==> config.mk <==
export PLATFORM = sky130hd
export DESIGN_NAME = energy_pulse_frequency_scaler
export DESIGN_NICKNAME = d
export VERILOG_FILES = /design/src/pulse_scaler_pkg.sv /design/src/energy_pulse_frequency_scaler.sv
export SDC_FILE = /design/constraint.sdc
export NUM_CORES = 1
export LEC_CHECK = 0
export BUFFER_PORTS_ARGS = -buffer_cell sky130_fd_sc_hd__clkbuf_2
export CELL_PAD_IN_SITES_DETAIL_PLACEMENT = 0
export CELL_PAD_IN_SITES_GLOBAL_PLACEMENT = 1
export CORE_MARGIN = 2
export CORE_UTILIZATION = 30
export DETAILED_ROUTE_END_ITERATION = 8
export GPL_TIMING_DRIVEN = 1
export PLACE_DENSITY = 0.61
export SYNTH_ARGS = -nofsm -noshare
export SYNTH_HDL_FRONTEND = slang
export SYNTH_SLANG_ARGS = --single-unit
==> constraint.sdc <==
create_clock -name ref_clk -period 5.5 [get_ports ref_clk]
set_input_delay 1.1 -clock ref_clk [delete_from_list [all_inputs] [get_ports ref_clk]]
set_output_delay 1.1 -clock ref_clk [all_outputs]
set_load 0.02 [all_outputs]
==> src/pulse_scaler_pkg.sv <==
package pulse_scaler_pkg;

    // ======================================================================
    // Widths and oscillator
    // ======================================================================
    localparam int POWER_W     = 16;
    localparam int CLK_HZ      = 100_000_000;
    localparam int OSC_HZ      = 450_000;
    localparam int BASE_SHIFT  = 19;
    localparam int HF_CAL_LOG2 = 11;
    localparam int SCALE_HI_LOG2 = 7;
    localparam int SCALE_LO_LOG2 = 6;

    // ======================================================================
    // Pulse timing
    // ======================================================================
    localparam int CAL_WIDTH_MS = 90;
    localparam int LOW_WIDTH_MS = 240;
    localparam int HF_WIDTH_US  = 35;
    localparam int HF_WIDTH_CYC = (HF_WIDTH_US * (CLK_HZ / 1_000_000) > 0) ?
                                  HF_WIDTH_US * (CLK_HZ / 1_000_000) : 1;

    // ======================================================================
    // Carriers
    // ======================================================================
    typedef struct packed {
        logic calScaleSelect;
        logic freqSelectHi;
        logic freqSelectLo;
    } sel_t;

    typedef struct packed {
        logic lowRatePulseA_n;
        logic lowRatePulseB_n;
        logic calPulseOut;
    } pulses_t;

    localparam sel_t    SEL_RESET   = 3'h0;
    localparam pulses_t PULSE_IDLE  = 3'h6;

endpackage : pulse_scaler_pkg
==> src/energy_pulse_frequency_scaler.sv <==
`timescale 1ns/10ps

// Behaviour
// - Low-rate rate is power times base frequency
// - Full-scale ac gives 0.204 of base frequency
// - Half-scale inputs give 0.051 of base frequency
// - Calibration output uses same power, shorter accumulation
// - Scale select high: ratios 128, 64, 32, 16
// - Scale select low: ratios 64, 32, 16
// - Scale low, both selects high: ratio 2048
// - Calibration peaks 22.4 Hz, 11.2 Hz, 2.867 kHz
// - Frequency selects pick one of four bases
// - Base is oscillator over two to 19..16
// - Low-rate outputs pulse active low
// - Low-rate outputs alternate between A and B
// - Calibration pulses active high, 90 ms wide and at most half the period (fixed 35 us in high-frequency mode, not limited by the period)
module energy_pulse_frequency_scaler #(
    parameter int OSC_DIV       = pulse_scaler_pkg::CLK_HZ / pulse_scaler_pkg::OSC_HZ,
    parameter int CAL_WIDTH_CYC = pulse_scaler_pkg::CAL_WIDTH_MS * (pulse_scaler_pkg::CLK_HZ / 1000),
    parameter int LOW_WIDTH_CYC = pulse_scaler_pkg::LOW_WIDTH_MS * (pulse_scaler_pkg::CLK_HZ / 1000)
) (
    // Clock and reset
    input  wire logic                                   ref_clk,
    input  wire logic                                   arst_n,
    // Filtered power product, same clock domain
    input  wire logic [pulse_scaler_pkg::POWER_W-1:0]   powerLevel,
    // Static selection pins, asynchronous
    input  wire pulse_scaler_pkg::sel_t                 selPins,
    // Pulse outputs
    output pulse_scaler_pkg::pulses_t                   pulses
);
    import pulse_scaler_pkg::*;

    localparam int ACC_W = POWER_W + BASE_SHIFT + 1;
    localparam int CNT_W = 32;

    // ======================================================================
    // Helpers
    // ======================================================================
    // Shorter of the nominal width and half the last period
    function automatic logic [CNT_W-1:0] pulseWidth(input logic [CNT_W-1:0] period,
                                                    input logic [CNT_W-1:0] nominal);
        logic [CNT_W-1:0] half;
        half = period >> 1;
        if (half == '0)
            half = 32'h0000_0001;
        pulseWidth = (half < nominal) ? half : nominal;
    endfunction : pulseWidth

    function automatic logic [CNT_W-1:0] satInc(input logic [CNT_W-1:0] v);
        satInc = (v == '1) ? v : v + 32'h0000_0001;
    endfunction : satInc

    // ======================================================================
    // Select synchroniser
    // ======================================================================
    sel_t selMeta_reg;
    sel_t sel_reg;

    always_ff @(posedge ref_clk or negedge arst_n)
    begin
        if (!arst_n)
        begin
            selMeta_reg <= SEL_RESET;
            sel_reg     <= SEL_RESET;
        end
        else
        begin
            selMeta_reg <= selPins;
            sel_reg     <= selMeta_reg;
        end
    end

    // ======================================================================
    // Thresholds
    // ======================================================================
    logic [1:0] freqCode;
    logic       highFreqMode;
    logic [4:0] lowShift;
    logic [4:0] calLog2;
    logic [4:0] calShift;
    logic [ACC_W-1:0] lowThr;
    logic [ACC_W-1:0] calThr;

    always_comb
    begin
        freqCode     = {sel_reg.freqSelectHi, sel_reg.freqSelectLo};
        highFreqMode = !sel_reg.calScaleSelect && (freqCode == 2'h3);
        lowShift     = 5'(BASE_SHIFT) - {3'h0, freqCode};
        if (highFreqMode)
            calLog2 = 5'(HF_CAL_LOG2);
        else if (sel_reg.calScaleSelect)
            calLog2 = 5'(SCALE_HI_LOG2) - {3'h0, freqCode};
        else
            calLog2 = 5'(SCALE_LO_LOG2) - {3'h0, freqCode};
        calShift = lowShift - calLog2;
        // Shift amounts reach 35, so they are summed at six bits to avoid wrapping
        lowThr   = ACC_W'(1) << (6'(lowShift) + 6'(POWER_W));
        calThr   = ACC_W'(1) << (6'(calShift) + 6'(POWER_W));
    end

    // ======================================================================
    // Oscillator tick
    // ======================================================================
    // The accumulators advance at the internal oscillator rate, so every
    // output rate scales with it exactly as the base frequencies do.
    logic [CNT_W-1:0] oscCnt_reg;
    logic             oscTick;

    assign oscTick = (oscCnt_reg == CNT_W'(OSC_DIV - 1));

    always_ff @(posedge ref_clk or negedge arst_n)
    begin
        if (!arst_n)
            oscCnt_reg <= '0;
        else if (oscTick)
            oscCnt_reg <= '0;
        else
            oscCnt_reg <= oscCnt_reg + 32'h0000_0001;
    end

    // ======================================================================
    // Accumulators
    // ======================================================================
    // Remainder is kept on each crossing so no energy is lost between
    // pulses; a threshold change from the pins takes effect next tick.
    logic [ACC_W-1:0] lowAcc_reg;
    logic [ACC_W-1:0] calAcc_reg;
    logic [ACC_W-1:0] lowSum;
    logic [ACC_W-1:0] calSum;
    logic             lowFire;
    logic             calFire;

    assign lowSum  = lowAcc_reg + ACC_W'(powerLevel);
    assign calSum  = calAcc_reg + ACC_W'(powerLevel);
    assign lowFire = oscTick && (lowSum >= lowThr);
    assign calFire = oscTick && (calSum >= calThr);

    always_ff @(posedge ref_clk or negedge arst_n)
    begin
        if (!arst_n)
            lowAcc_reg <= '0;
        else if (oscTick)
            lowAcc_reg <= lowFire ? lowSum - lowThr : lowSum;
    end

    always_ff @(posedge ref_clk or negedge arst_n)
    begin
        if (!arst_n)
            calAcc_reg <= '0;
        else if (oscTick)
            calAcc_reg <= calFire ? calSum - calThr : calSum;
    end

    // ======================================================================
    // Period measurement
    // ======================================================================
    logic [CNT_W-1:0] lowPeriodCnt_reg;
    logic [CNT_W-1:0] calPeriodCnt_reg;

    always_ff @(posedge ref_clk or negedge arst_n)
    begin
        if (!arst_n)
        begin
            lowPeriodCnt_reg <= '1;
            calPeriodCnt_reg <= '1;
        end
        else
        begin
            lowPeriodCnt_reg <= lowFire ? 32'h0000_0001 : satInc(lowPeriodCnt_reg);
            calPeriodCnt_reg <= calFire ? 32'h0000_0001 : satInc(calPeriodCnt_reg);
        end
    end

    // ======================================================================
    // Low-rate pulse pair
    // ======================================================================
    logic             phaseB_reg;
    logic [CNT_W-1:0] lowWidthCnt_reg;
    logic             pulseA_reg;
    logic             pulseB_reg;

    always_ff @(posedge ref_clk or negedge arst_n)
    begin
        if (!arst_n)
        begin
            phaseB_reg      <= 1'b0;
            lowWidthCnt_reg <= '0;
            pulseA_reg      <= 1'b0;
            pulseB_reg      <= 1'b0;
        end
        else if (lowFire)
        begin
            // A new crossing cuts any pulse still running on the other side
            phaseB_reg      <= !phaseB_reg;
            pulseA_reg      <= !phaseB_reg;
            pulseB_reg      <= phaseB_reg;
            lowWidthCnt_reg <= pulseWidth(lowPeriodCnt_reg, CNT_W'(LOW_WIDTH_CYC));
        end
        else if (lowWidthCnt_reg > 32'h0000_0001)
            lowWidthCnt_reg <= lowWidthCnt_reg - 32'h0000_0001;
        else
        begin
            lowWidthCnt_reg <= '0;
            pulseA_reg      <= 1'b0;
            pulseB_reg      <= 1'b0;
        end
    end

    // ======================================================================
    // Calibration pulse
    // ======================================================================
    logic [CNT_W-1:0] calWidthCnt_reg;
    logic             calPulse_reg;

    always_ff @(posedge ref_clk or negedge arst_n)
    begin
        if (!arst_n)
        begin
            calWidthCnt_reg <= '0;
            calPulse_reg    <= 1'b0;
        end
        else if (calFire)
        begin
            calPulse_reg <= 1'b1;
            if (highFreqMode)
                calWidthCnt_reg <= CNT_W'(HF_WIDTH_CYC);
            else
                calWidthCnt_reg <= pulseWidth(calPeriodCnt_reg, CNT_W'(CAL_WIDTH_CYC));
        end
        else if (calWidthCnt_reg > 32'h0000_0001)
            calWidthCnt_reg <= calWidthCnt_reg - 32'h0000_0001;
        else
        begin
            calWidthCnt_reg <= '0;
            calPulse_reg    <= 1'b0;
        end
    end

    // Active-low drive of the low-rate pair
    assign pulses.lowRatePulseA_n = !pulseA_reg;
    assign pulses.lowRatePulseB_n = !pulseB_reg;
    assign pulses.calPulseOut     = calPulse_reg;

endmodule : energy_pulse_frequency_scaler

==> results.sh, run 1 <==
export IMPL_grt_util_met2=0.257
export IMPL_synth_edff_count=0
export IMPL_p_per_area_nw_per_um2=284
export IMPL_grt_pass1_wl_microns=73500
export IMPL_synth_simple_area_share=0.243
export IMPL_hold_viol_final=0
export IMPL_worstSetupPathType="in -> reg"
export IMPL_grt_util_met1=0.218
export IMPL_cts_made_buffers=34
export IMPL_synthCells=1893
export IMPL_synth_cell_types=88
export IMPL_crit_start="powerLevel[2]"
export IMPL_drv_cap=0
export IMPL_power_leakage_nw=8.60
export IMPL_cts_max_path_buffers=3
export IMPL_hpwl_microns=32500
export IMPL_postRouteAntennaNets=0
export IMPL_yosys_area_top_type="dfrtp_1"
export IMPL_coreArea_sq_um=54000
export IMPL_drt_vias_per_instance=5.05
export IMPL_drt_first_pass_iters=5
export IMPL_cts_setup_buffers=0
export IMPL_die_h_microns=238
export IMPL_drt_total_wl_microns=44100
export IMPL_antenna_found_initial=0
export IMPL_fin_area_sq_um=19800
export IMPL_cts_root_buf="clkbuf_16"
export IMPL_gp_congestion=0.883
export IMPL_grtUsageMet3=0.0245
export IMPL_grt_setup_unrepaired="false"
export IMPL_cp_arrival_ns=5.66
export IMPL_top_usage_layer="met2"
export IMPL_htree_levels=2
export IMPL_final_util=0.367
export IMPL_min_period_over_period=0.947
export IMPL_dieArea_sq_um=56800
export IMPL_start_util=0.305
export IMPL_p_switching_mw=1.70
export IMPL_seqPwrFrac=0.386
export IMPL_routedWlPerCell_microns=15.8
export IMPL_status="completed"
export IMPL_worstSkewPairLatency_ns=0.55
export IMPL_yosys_warnings=0
export IMPL_area_growth_pct=20.3
export IMPL_synth_xor_xnor_area_share=0.120
export IMPL_dp_cells=2727
export IMPL_syn_cell_area_sq_um=16500
export IMPL_cts_tree="yes"
export IMPL_vias=14100
export IMPL_grt_pass1_vias=14100
export IMPL_synthAdderAreaFrac=0.0667
export IMPL_pwr_share_clk=0.404
export IMPL_setup_viol=0
export IMPL_fp_dieW_microns=238
export IMPL_slew_violations=0
export IMPL_power_total_mw=5.62
export IMPL_io_buffer_count=23
export IMPL_muxShareOfSynthArea=0.0119
export IMPL_layout_cells_non_filler=2788
export IMPL_slew_headroom=0.295
export IMPL_start_kind="input pin"
export IMPL_grt_max_degree=125
export IMPL_drc=0
export IMPL_cts_sink_count=242
export IMPL_ys_seq_area_frac=0.373
export IMPL_clk_pin_slew_ns=0.05
export IMPL_timing_rr_start="calAcc_reg[2]"
export IMPL_final_nets=2174
export IMPL_ir_drop_mv=0.203
export IMPL_grt_ovfl_total=0
export IMPL_setup_tns_ns=0
export IMPL_drive_above_1_share=0.178
export IMPL_synth_top_area_share=0.271
export IMPL_drt_iter0_markers=732
export IMPL_ys_flop_type="dfrtp_1"
export IMPL_placed_cell_area_sq_um=18600
export IMPL_synth_top_family_by_area="simple AND/OR/NAND/NOR gates"
export IMPL_fmax_mhz=192
export IMPL_fin_worst_skew_ns=0.0290
export IMPL_critPathRequiredTime_ns=5.95
export IMPL_yosys_top_cells_area="dfrtp_1 27%, dfstp_2 10%, xnor2_1 7.2%"
export IMPL_synthArstFlopShare=1.00
export IMPL_antenna_cells=0
export IMPL_min_from="selMeta_reg[0]"
export IMPL_ios=24
export IMPL_internal_power_mw=3.92
export IMPL_avgSynthCellArea_sq_um=8.69
export IMPL_end_kind="register"
export IMPL_worstMarginPinSlew_ns=1.06
export IMPL_ys_ff_latch=242
export IMPL_synth_compound_area_share=0.153
export IMPL_critPathMaxFanout=10
export IMPL_p_sw_frac=0.302
export IMPL_row_count=85
export IMPL_combPwrFrac=0.210
export IMPL_post_route_min_period_ns=5.21
export IMPL_hold_path_class="reg -> reg"
export IMPL_track_usage=0.158
-- power groups by stage --
stage               Combinational [mW]  Clock [mW]  Sequential, mW
CTS                               1.19        2.35            2.17
global placement                  1.16           0            2.19
global route                      1.33        2.42            2.19
finish                            1.18        2.27            2.17
floorplan                        0.787           0            2.12
detailed placement                1.18           0            2.20
-- what timing repair did --
item	4_1_cts	5_1_grt
endpoints found under the setup margin	0	47
gates resized for setup	0	3
hold buffers	0	0
-- synthesized netlist by cell type (all sizes together) (9+ instances only) --
library cell  number
dfrtp            178
nand2            215
ha                83
o21ai            105
a21oi             99
clkbuf            48
mux2i             14
inv               50
or3               21
and2              13
xnor2            135
nor4              46
o2bb2ai           12
and4              16
or4                9
a211oi            14
a21o              31
o21a              19
nor2             205
a31oi             20
or2               10
o211ai            13
buf               26
nor2b             16
and3              40
nor3              59
dfstp             64
nand4             47
xor2              90
nand2b            10
nand3             89
-- layout by cell type, fill, tap and decap left out, types with 9 or more instances in the layout --
cell / Yosys / layout
nand2_1: 213 / 213
nor2_1: 205 / 203
dfrtp_1: 178 / 178
buf_4: 3 / 162
xnor2_1: 135 / 135
o21ai_0: 99 / 98
a21oi_1: 98 / 97
xor2_1: 90 / 90
nand3_1: 88 / 88
ha_1: 83 / 83
dfstp_2: 64 / 64
nor3_1: 55 / 55
inv_1: 49 / 49
nand4_1: 46 / 46
nor4_1: 43 / 43
and3_1: 39 / 39
clkbuf_16: 0 / 35
a21o_1: 30 / 30
clkbuf_2: 0 / 22
a31oi_1: 20 / 20
or3_1: 20 / 20
o21a_1: 18 / 18
conb_1: 1 / 18
nor2b_1: 16 / 16
and4_1: 15 / 15
mux2i_1: 14 / 14
and2_1: 13 / 13
o211ai_1: 13 / 13
o2bb2ai_1: 12 / 12
a211oi_1: 12 / 11
nand2b_1: 10 / 10
clkbuf_8: 0 / 10
buf_12: 0 / 10
or4_1: 9 / 9
-- per-layer routing --
layer,routed length [microns],share of wire,vias to the layer above
met4,877,0.020,0
met1,21700,0.49,6734
met5,0,0,-
met3,1460,0.033,56
li1,-,-,7099
met2,20100,0.46,184
-- metrics by stage --
step           setup WS [ns]  hold WS [ns]
3_3_place_gp          -0.376         0.343
5_1_grt               0.0390         0.361
6_report               0.294         0.355
2_1_floorplan          0.128         0.331
3_5_place_dp          -0.421         0.336
4_1_cts                0.136         0.356
-- critical path, cell delays in order --
cell      delay [ns]
clkbuf_2        0.10
ha_1            0.31
buf_4           0.15
nor2b_1         0.13
o31a_2          0.32
o311a_2         0.38
a41oi_2         0.29
o21ai_2         0.12
buf_12          0.16
nand3_1         0.09
xnor2_1         0.16
ha_1            0.30
a21o_1          0.18
a21o_1          0.19
a2111o_1        0.42
or2_1           0.23
o211a_1         0.26
o31ai_1         0.25
mux2_2          0.36
a21oi_1         0.15
-- final cells by class --
cell class | instances | area (sq um)
Inverter | 50 | 188
Timing Repair Buffer | 195 | 1540
Clock inverter | 11 | 135
Fill cell | 5540 | 34200
Clock buffer | 50 | 1030
Tap cell | 696 | 871
Sequential cell | 242 | 6140
Multi-Input combinational cell | 1544 | 9910
-- worst paths after layout --
check	end	slack, ns	depth (start not counted)
max	calAcc_reg[31]	0.29	20
min reg2reg	freqCode[0]	0.35	0
min in group asynchronous	oscCnt_reg[22]	0.67	1
max reg2reg	calAcc_reg[31]	0.59	19
max in group asynchronous	calPeriodCnt_reg[11]	3.68	2
min	freqCode[0]	0.35	0
-- logic make-up (layout without fill, tap and decap cells) --
logic type,count (synthesis),in the layout
multiplexers,19,19
AO/OA/AOI/OAI,386,386
XOR/XNOR,225,225
flip-flops,242,242
AND/OR/NAND/NOR,810,810
adder cells (fa/ha/maj),86,86
other,1,18
buffers and inverters,124,306
Power figures use the tool's default switching activity.
==> run 2: changes to the inputs <==
--- a/config.mk
+++ b/config.mk
@@ -8,6 +8,7 @@
 export BUFFER_PORTS_ARGS = -buffer_cell sky130_fd_sc_hd__clkbuf_2
 export CELL_PAD_IN_SITES_DETAIL_PLACEMENT = 0
 export CELL_PAD_IN_SITES_GLOBAL_PLACEMENT = 1
+export CORE_ASPECT_RATIO = 1.5
 export CORE_MARGIN = 2
 export CORE_UTILIZATION = 30
 export DETAILED_ROUTE_END_ITERATION = 8
==> run 2 against run 1 <==
  * Setup slack lost 0.057 ns
  * Critical path depth is the same
  * Die area is essentially flat
  * Via count grew 0.83%
  * Combinational power is essentially flat
  * Hold slack lost 0.00093 ns
  * Count of clock-buffer cells in the layout shrank 17
  * Largest power group is now registers
  * Highest routed layer unchanged
==> results.sh, run 2 (synthesis results as in run 1) <==
export IMPL_status="completed"
export IMPL_layout_cells_non_filler=2781
export IMPL_dpl_worst_slack_ns=-0.488
export IMPL_cts_made_buffers=29
export IMPL_clk_pin_slew_ns=0.07
export IMPL_slew_headroom=0.395
export IMPL_antenna_cells=0
export IMPL_coreArea_sq_um=54500
export IMPL_top_usage_layer="met2"
export IMPL_worstSetupPathType="in -> reg"
export IMPL_cp_arrival_ns=5.78
export IMPL_fin_worst_skew_ns=0.0152
export IMPL_cts_tree="yes"
export IMPL_gp_congestion=0.837
export IMPL_grt_max_degree=113
export IMPL_internal_power_mw=3.76
export IMPL_slew_violations=0
export IMPL_grt_util_met1=0.181
export IMPL_htree_levels=1
export IMPL_seqPwrFrac=0.397
export IMPL_cts_root_buf="clkbuf_16"
export IMPL_hold_path_class="reg -> reg"
export IMPL_critPathMaxFanout=9
export IMPL_drc=0
export IMPL_fmax_mhz=190
export IMPL_drt_iter0_markers=665
export IMPL_finalWorstSetupSlack_ns=0.236
export IMPL_start_util=0.302
export IMPL_ios=24
export IMPL_grt_pass1_wl_microns=75500
export IMPL_postRouteAntennaNets=0
export IMPL_fp_dieW_microns=195
export IMPL_dp_cells=2727
export IMPL_setup_viol=0
export IMPL_r2r_cells=19
export IMPL_p_per_area_nw_per_um2=279
export IMPL_drv_cap=0
export IMPL_post_route_min_period_ns=5.26
export IMPL_hold_viol_final=0
export IMPL_start_kind="input pin"
export IMPL_row_count=105
export IMPL_critPathRequiredTime_ns=6.02
export IMPL_cts_sink_count=242
export IMPL_drt_total_wl_microns=45900
export IMPL_final_common_cell="nand2_1"
export IMPL_worstSkewPairLatency_ns=0.59
export IMPL_dieArea_sq_um=56800
export IMPL_p_sw_frac=0.314
export IMPL_end_kind="register"
export IMPL_fill_cells=5604
export IMPL_grtUsageMet3=0.0177
export IMPL_io_buffer_count=23
export IMPL_worstMarginPinSlew_ns=0.907
export IMPL_power_leakage_nw=8.51
export IMPL_vias=14200
export IMPL_placed_cell_area_sq_um=18500
export IMPL_area_growth_pct=19.1
export IMPL_track_usage=0.162
export IMPL_hold_depth=0
export IMPL_grt_util_met2=0.313
export IMPL_grt_pass1_vias=14600
export IMPL_ir_drop_mv=0.268
export IMPL_hpwl_microns=34800
export IMPL_antenna_found_initial=0
export IMPL_final_nets=2170
export IMPL_drive_above_1_share=0.179
export IMPL_drt_first_pass_iters=5
export IMPL_grt_ovfl_total=0
export IMPL_mostFrequentLayoutCells="213 x nand2_1, 202 x nor2_1, 178 x dfrtp_1"
export IMPL_drt_vias_per_instance=5.10
export IMPL_fin_area_sq_um=19600
export IMPL_grt_setup_unrepaired="false"
export IMPL_die_h_microns=291
export IMPL_power_total_mw=5.48
export IMPL_cts_max_path_buffers=3
export IMPL_routedWlPerCell_microns=16.5
export IMPL_cts_setup_buffers=0
export IMPL_pwr_share_clk=0.386
export IMPL_combPwrFrac=0.217
export IMPL_p_switching_mw=1.72
export IMPL_min_period_over_period=0.957
export IMPL_hold_slack_ns=0.354
run 2: changes by cell type in the layout (fill, tap and decap cells not counted), moves of 4 or more:
cell	delta
clkbuf_8	-8
buf_4	+8
clkinv_2	+4
clkbuf_16	-6
buf_12	-7
run 2: layer usage:
metal  part of all wire  vias to the layer above
li1                   -                     7080
met1               0.40                     6870
met2               0.54                      153
met3              0.024                       87
met4              0.034                        0
met5                  0                        -
run 2: path summary, 6_finish.rpt:
check,from,end,slack [ns]
max,powerLevel[2],calAcc_reg[31],0.24
min,selMeta_reg[1],freqCode[1],0.35
max reg2reg,calAcc_reg[2],calAcc_reg[31],0.41
min reg2reg,selMeta_reg[1],freqCode[1],0.35
max in group asynchronous,arst_n,lowWidthCnt_reg[11],3.87
min in group asynchronous,arst_n,calAcc_reg[5],0.50
run 2: layout make-up:
type,count,area [sq um],share of cell area
Multi-Input combinational cell,1544,9910,0.506
Sequential cell,242,6140,0.313
Timing Repair Buffer,196,1460,0.0746
Tap cell,695,870,0.0444
Clock buffer,33,761,0.0388
Clock inverter,21,273,0.0139
Inverter,50,188,0.00958
run 2: power groups by stage:
stage | combinational [mW] | sequential, mW | clock (mW)
2_1_floorplan | 0.787 | 2.12 | 0
3_3_place_gp | 1.19 | 2.20 | 0
3_5_place_dp | 1.19 | 2.21 | 0
4_1_cts | 1.20 | 2.18 | 2.18
5_1_grt | 1.34 | 2.20 | 2.24
6_report | 1.19 | 2.18 | 2.11
run 2: critical path: stages:
cell,delay (ns)
clkbuf_2,0.09
ha_1,0.30
buf_4,0.14
nor2b_1,0.13
o31a_2,0.29
o311a_2,0.35
a41oi_2,0.27
o21ai_2,0.09
buf_4,0.17
nand3_1,0.10
xnor2_1,0.16
ha_1,0.32
a21o_1,0.19
a21o_1,0.20
a2111o_1,0.46
or2_1,0.25
o211a_1,0.25
o31ai_1,0.39
mux2_2,0.39
a21oi_1,0.14
run 2: metrics by stage:
stage	utilization	TNS, ns
after global routing	0.359	0
after floorplan	-	0
after CTS	0.359	0
after global placement	0.340	-24.34
after detailed placement	0.340	-29.87
final	0.359	0
run 2: repair_timing:
action | in CTS | in global routing
hold buffers | 0 | 0
setup endpoints to repair | 0 | 92
resized for setup | 0 | 6
==> run 3: changes to the inputs <==
--- a/config.mk
+++ b/config.mk
@@ -11,9 +11,11 @@
 export CORE_ASPECT_RATIO = 1.5
 export CORE_MARGIN = 2
 export CORE_UTILIZATION = 30
+export CTS_CLUSTER_SIZE = 20
 export DETAILED_ROUTE_END_ITERATION = 8
 export GPL_TIMING_DRIVEN = 1
-export PLACE_DENSITY = 0.61
+export PLACE_DENSITY = 0.59
+export REMOVE_ABC_BUFFERS = 1
 export SYNTH_ARGS = -nofsm -noshare
 export SYNTH_HDL_FRONTEND = slang
 export SYNTH_SLANG_ARGS = --single-unit
==> run 3 against run 2 <==
  * Register-to-register slack improved by 0.15 ns
  * Sequential share of layout area about the same
  * Non-clock buffer count decreased by 5
==> results.sh, run 3 (synthesis results as in run 1) <==
export IMPL_status="completed"
export IMPL_htree_levels=1
export IMPL_grt_setup_unrepaired="false"
export IMPL_slew_violations=0
export IMPL_drt_iter0_markers=598
export IMPL_grt_util_met1=0.189
export IMPL_cp_arrival_ns=5.70
export IMPL_seqPwrFrac=0.397
export IMPL_hold_slack_ns=0.353
export IMPL_internal_power_mw=3.79
export IMPL_grt_pass1_wl_microns=75800
export IMPL_hpwl_microns=34800
export IMPL_cts_max_path_buffers=3
export IMPL_ir_drop_mv=0.241
export IMPL_drt_total_wl_microns=46400
export IMPL_power_leakage_nw=8.51
export IMPL_cpPeakStageDelay_ns=0.45
export IMPL_start_util=0.302
export IMPL_cts_made_buffers=30
export IMPL_gp_congestion=0.902
export IMPL_drt_first_pass_iters=5
export IMPL_ios=24
export IMPL_cts_root_buf="clkbuf_16"
export IMPL_track_usage=0.163
export IMPL_clk_pin_slew_ns=0.07
export IMPL_drc=0
export IMPL_cts_tree="yes"
export IMPL_final_nets=2166
export IMPL_antenna_found_initial=0
export IMPL_seqCellArea_sq_um=6140
export IMPL_grt_ovfl_total=0
export IMPL_critPathRequiredTime_ns=6.03
export IMPL_grt_util_met2=0.308
export IMPL_r2r_slack_ns=0.56
export IMPL_grt_pass1_vias=14400
export IMPL_hold_buffers=0
export IMPL_fin_worst_skew_ns=0.0168
export IMPL_end_kind="register"
export IMPL_min_from="selMeta_reg[2]"
export IMPL_fill_cells=5609
export IMPL_die_h_microns=291
export IMPL_worstSkewPairLatency_ns=0.60
export IMPL_coreArea_sq_um=54500
export IMPL_combPwrFrac=0.216
export IMPL_vias=14200
export IMPL_layout_cells_non_filler=2777
export IMPL_r2r_end="calAcc_reg[31]"
export IMPL_p_sw_frac=0.309
export IMPL_cts_sink_count=242
export IMPL_p_switching_mw=1.70
export IMPL_critPathMaxFanout=6
export IMPL_postRouteAntennaNets=0
export IMPL_top_usage_layer="met2"
export IMPL_r2r_cells=19
export IMPL_crit_start="powerLevel[2]"
export IMPL_final_common_cell="nand2_1"
export IMPL_dpl_worst_slack_ns=-0.261
export IMPL_grt_max_degree=113
export IMPL_p_per_area_nw_per_um2=280
export IMPL_holdPathEnd="sel_reg[2]"
export IMPL_area_growth_pct=19.2
export IMPL_crit_path_top_delay_cell="a2111o_1"
export IMPL_grtUsageMet3=0.0145
export IMPL_antenna_cells=0
export IMPL_drt_vias_per_instance=5.11
export IMPL_io_buffer_count=23
export IMPL_dp_cells=2722
export IMPL_dieArea_sq_um=56800
export IMPL_min_period_over_period=0.940
export IMPL_slew_headroom=0.375
export IMPL_drive_above_1_share=0.175
export IMPL_hold_depth=0
export IMPL_finalWorstSetupSlack_ns=0.329
export IMPL_post_route_min_period_ns=5.17
export IMPL_timing_rr_start="calAcc_reg[2]"
export IMPL_worstSetupPathType="in -> reg"
export IMPL_pwr_share_clk=0.387
export IMPL_hold_path_class="reg -> reg"
export IMPL_multi_input_area_sq_um=9900
export IMPL_row_count=105
export IMPL_fp_dieW_microns=195
export IMPL_hold_viol_final=0
export IMPL_setup_viol=0
export IMPL_routedWlPerCell_microns=16.7
export IMPL_start_kind="input pin"
export IMPL_drv_cap=0
export IMPL_worstMarginPinSlew_ns=0.937
export IMPL_fmax_mhz=193
export IMPL_path_cells="clkbuf_2 > ha_1 > buf_4 > nor2b_1 > o31a_2 > o311a_2 > a41oi_2 > o21ai_2 > buf_4 > nand3_1 > xnor2_1 > ha_1 > a21o_1 > a21o_1 > a2111o_1 > or2_1 > o211a_1 > o31ai_1 > mux2_2 > a21oi_1"
export IMPL_mostFrequentLayoutCells="213 x nand2_1, 203 x nor2_1, 178 x dfrtp_1"
## run 3: power groups by stage
| stage | registers, mW | clock network, mW | logic, mW |
|---|---|---|---|
| global placement | 2.21 | 0 | 1.18 |
| finish | 2.18 | 2.12 | 1.18 |
| global route | 2.20 | 2.25 | 1.33 |
| floorplan | 2.13 | 0 | 0.765 |
| CTS | 2.18 | 2.21 | 1.20 |
| detailed placement | 2.21 | 0 | 1.19 |
## run 3: how the worst max path moves through the flow
stage	to	slack [ns]
2_1_floorplan	calWidthCnt_reg[12]	-2.42
3_3_place_gp	calAcc_reg[27]	-0.24
3_5_place_dp	calAcc_reg[34]	-0.26
4_1_cts	calAcc_reg[27]	0.33
5_1_grt	calAcc_reg[27]	0.07
6_report	calAcc_reg[31]	0.33
## run 3: metal layers
layer | up-vias | routed length, microns
met4 | 0 | 1600
met2 | 150 | 24500
met1 | 6868 | 19300
li1 | 7077 | -
met5 | - | 0
met3 | 88 | 988
## run 3: what timing repair did
item | 4_1_cts | 5_1_grt
endpoints found under the setup margin | 0 | 2
gates resized for setup | 0 | 3
setup buffers | 0 | 0
## run 3: layout make-up
class / instances / share of cell area
Timing Repair Buffer: 191 / 0.0739
Clock buffer: 46 / 0.0480
Clock inverter: 9 / 0.00638
Tap cell: 695 / 0.0443
Sequential cell: 242 / 0.313
Inverter: 50 / 0.00957
Multi-Input combinational cell: 1544 / 0.505
## run 3: through the flow
step	total power [mW]	util	area, sq um	TNS, ns
final	5.49	0.360	19600	0
after global placement	3.39	0.340	18500	-12.56
after global routing	5.78	0.360	19600	0
after detailed placement	3.40	0.340	18500	-17.38
after CTS	5.59	0.360	19600	0
after floorplan	2.90	-	16200	-146.55
## run 3: critical path: cells and delay by family
| family | cells | cell delay [ns] |
|---|---|---|
| AOI/OAI and AO/OA | 10 | 2.54 |
| adders and majority gates | 2 | 0.63 |
| and+or+nand+nor | 3 | 0.47 |
| buffers and inverters | 3 | 0.42 |
| muxes | 1 | 0.39 |
| xor gates and xnor gates | 1 | 0.15 |
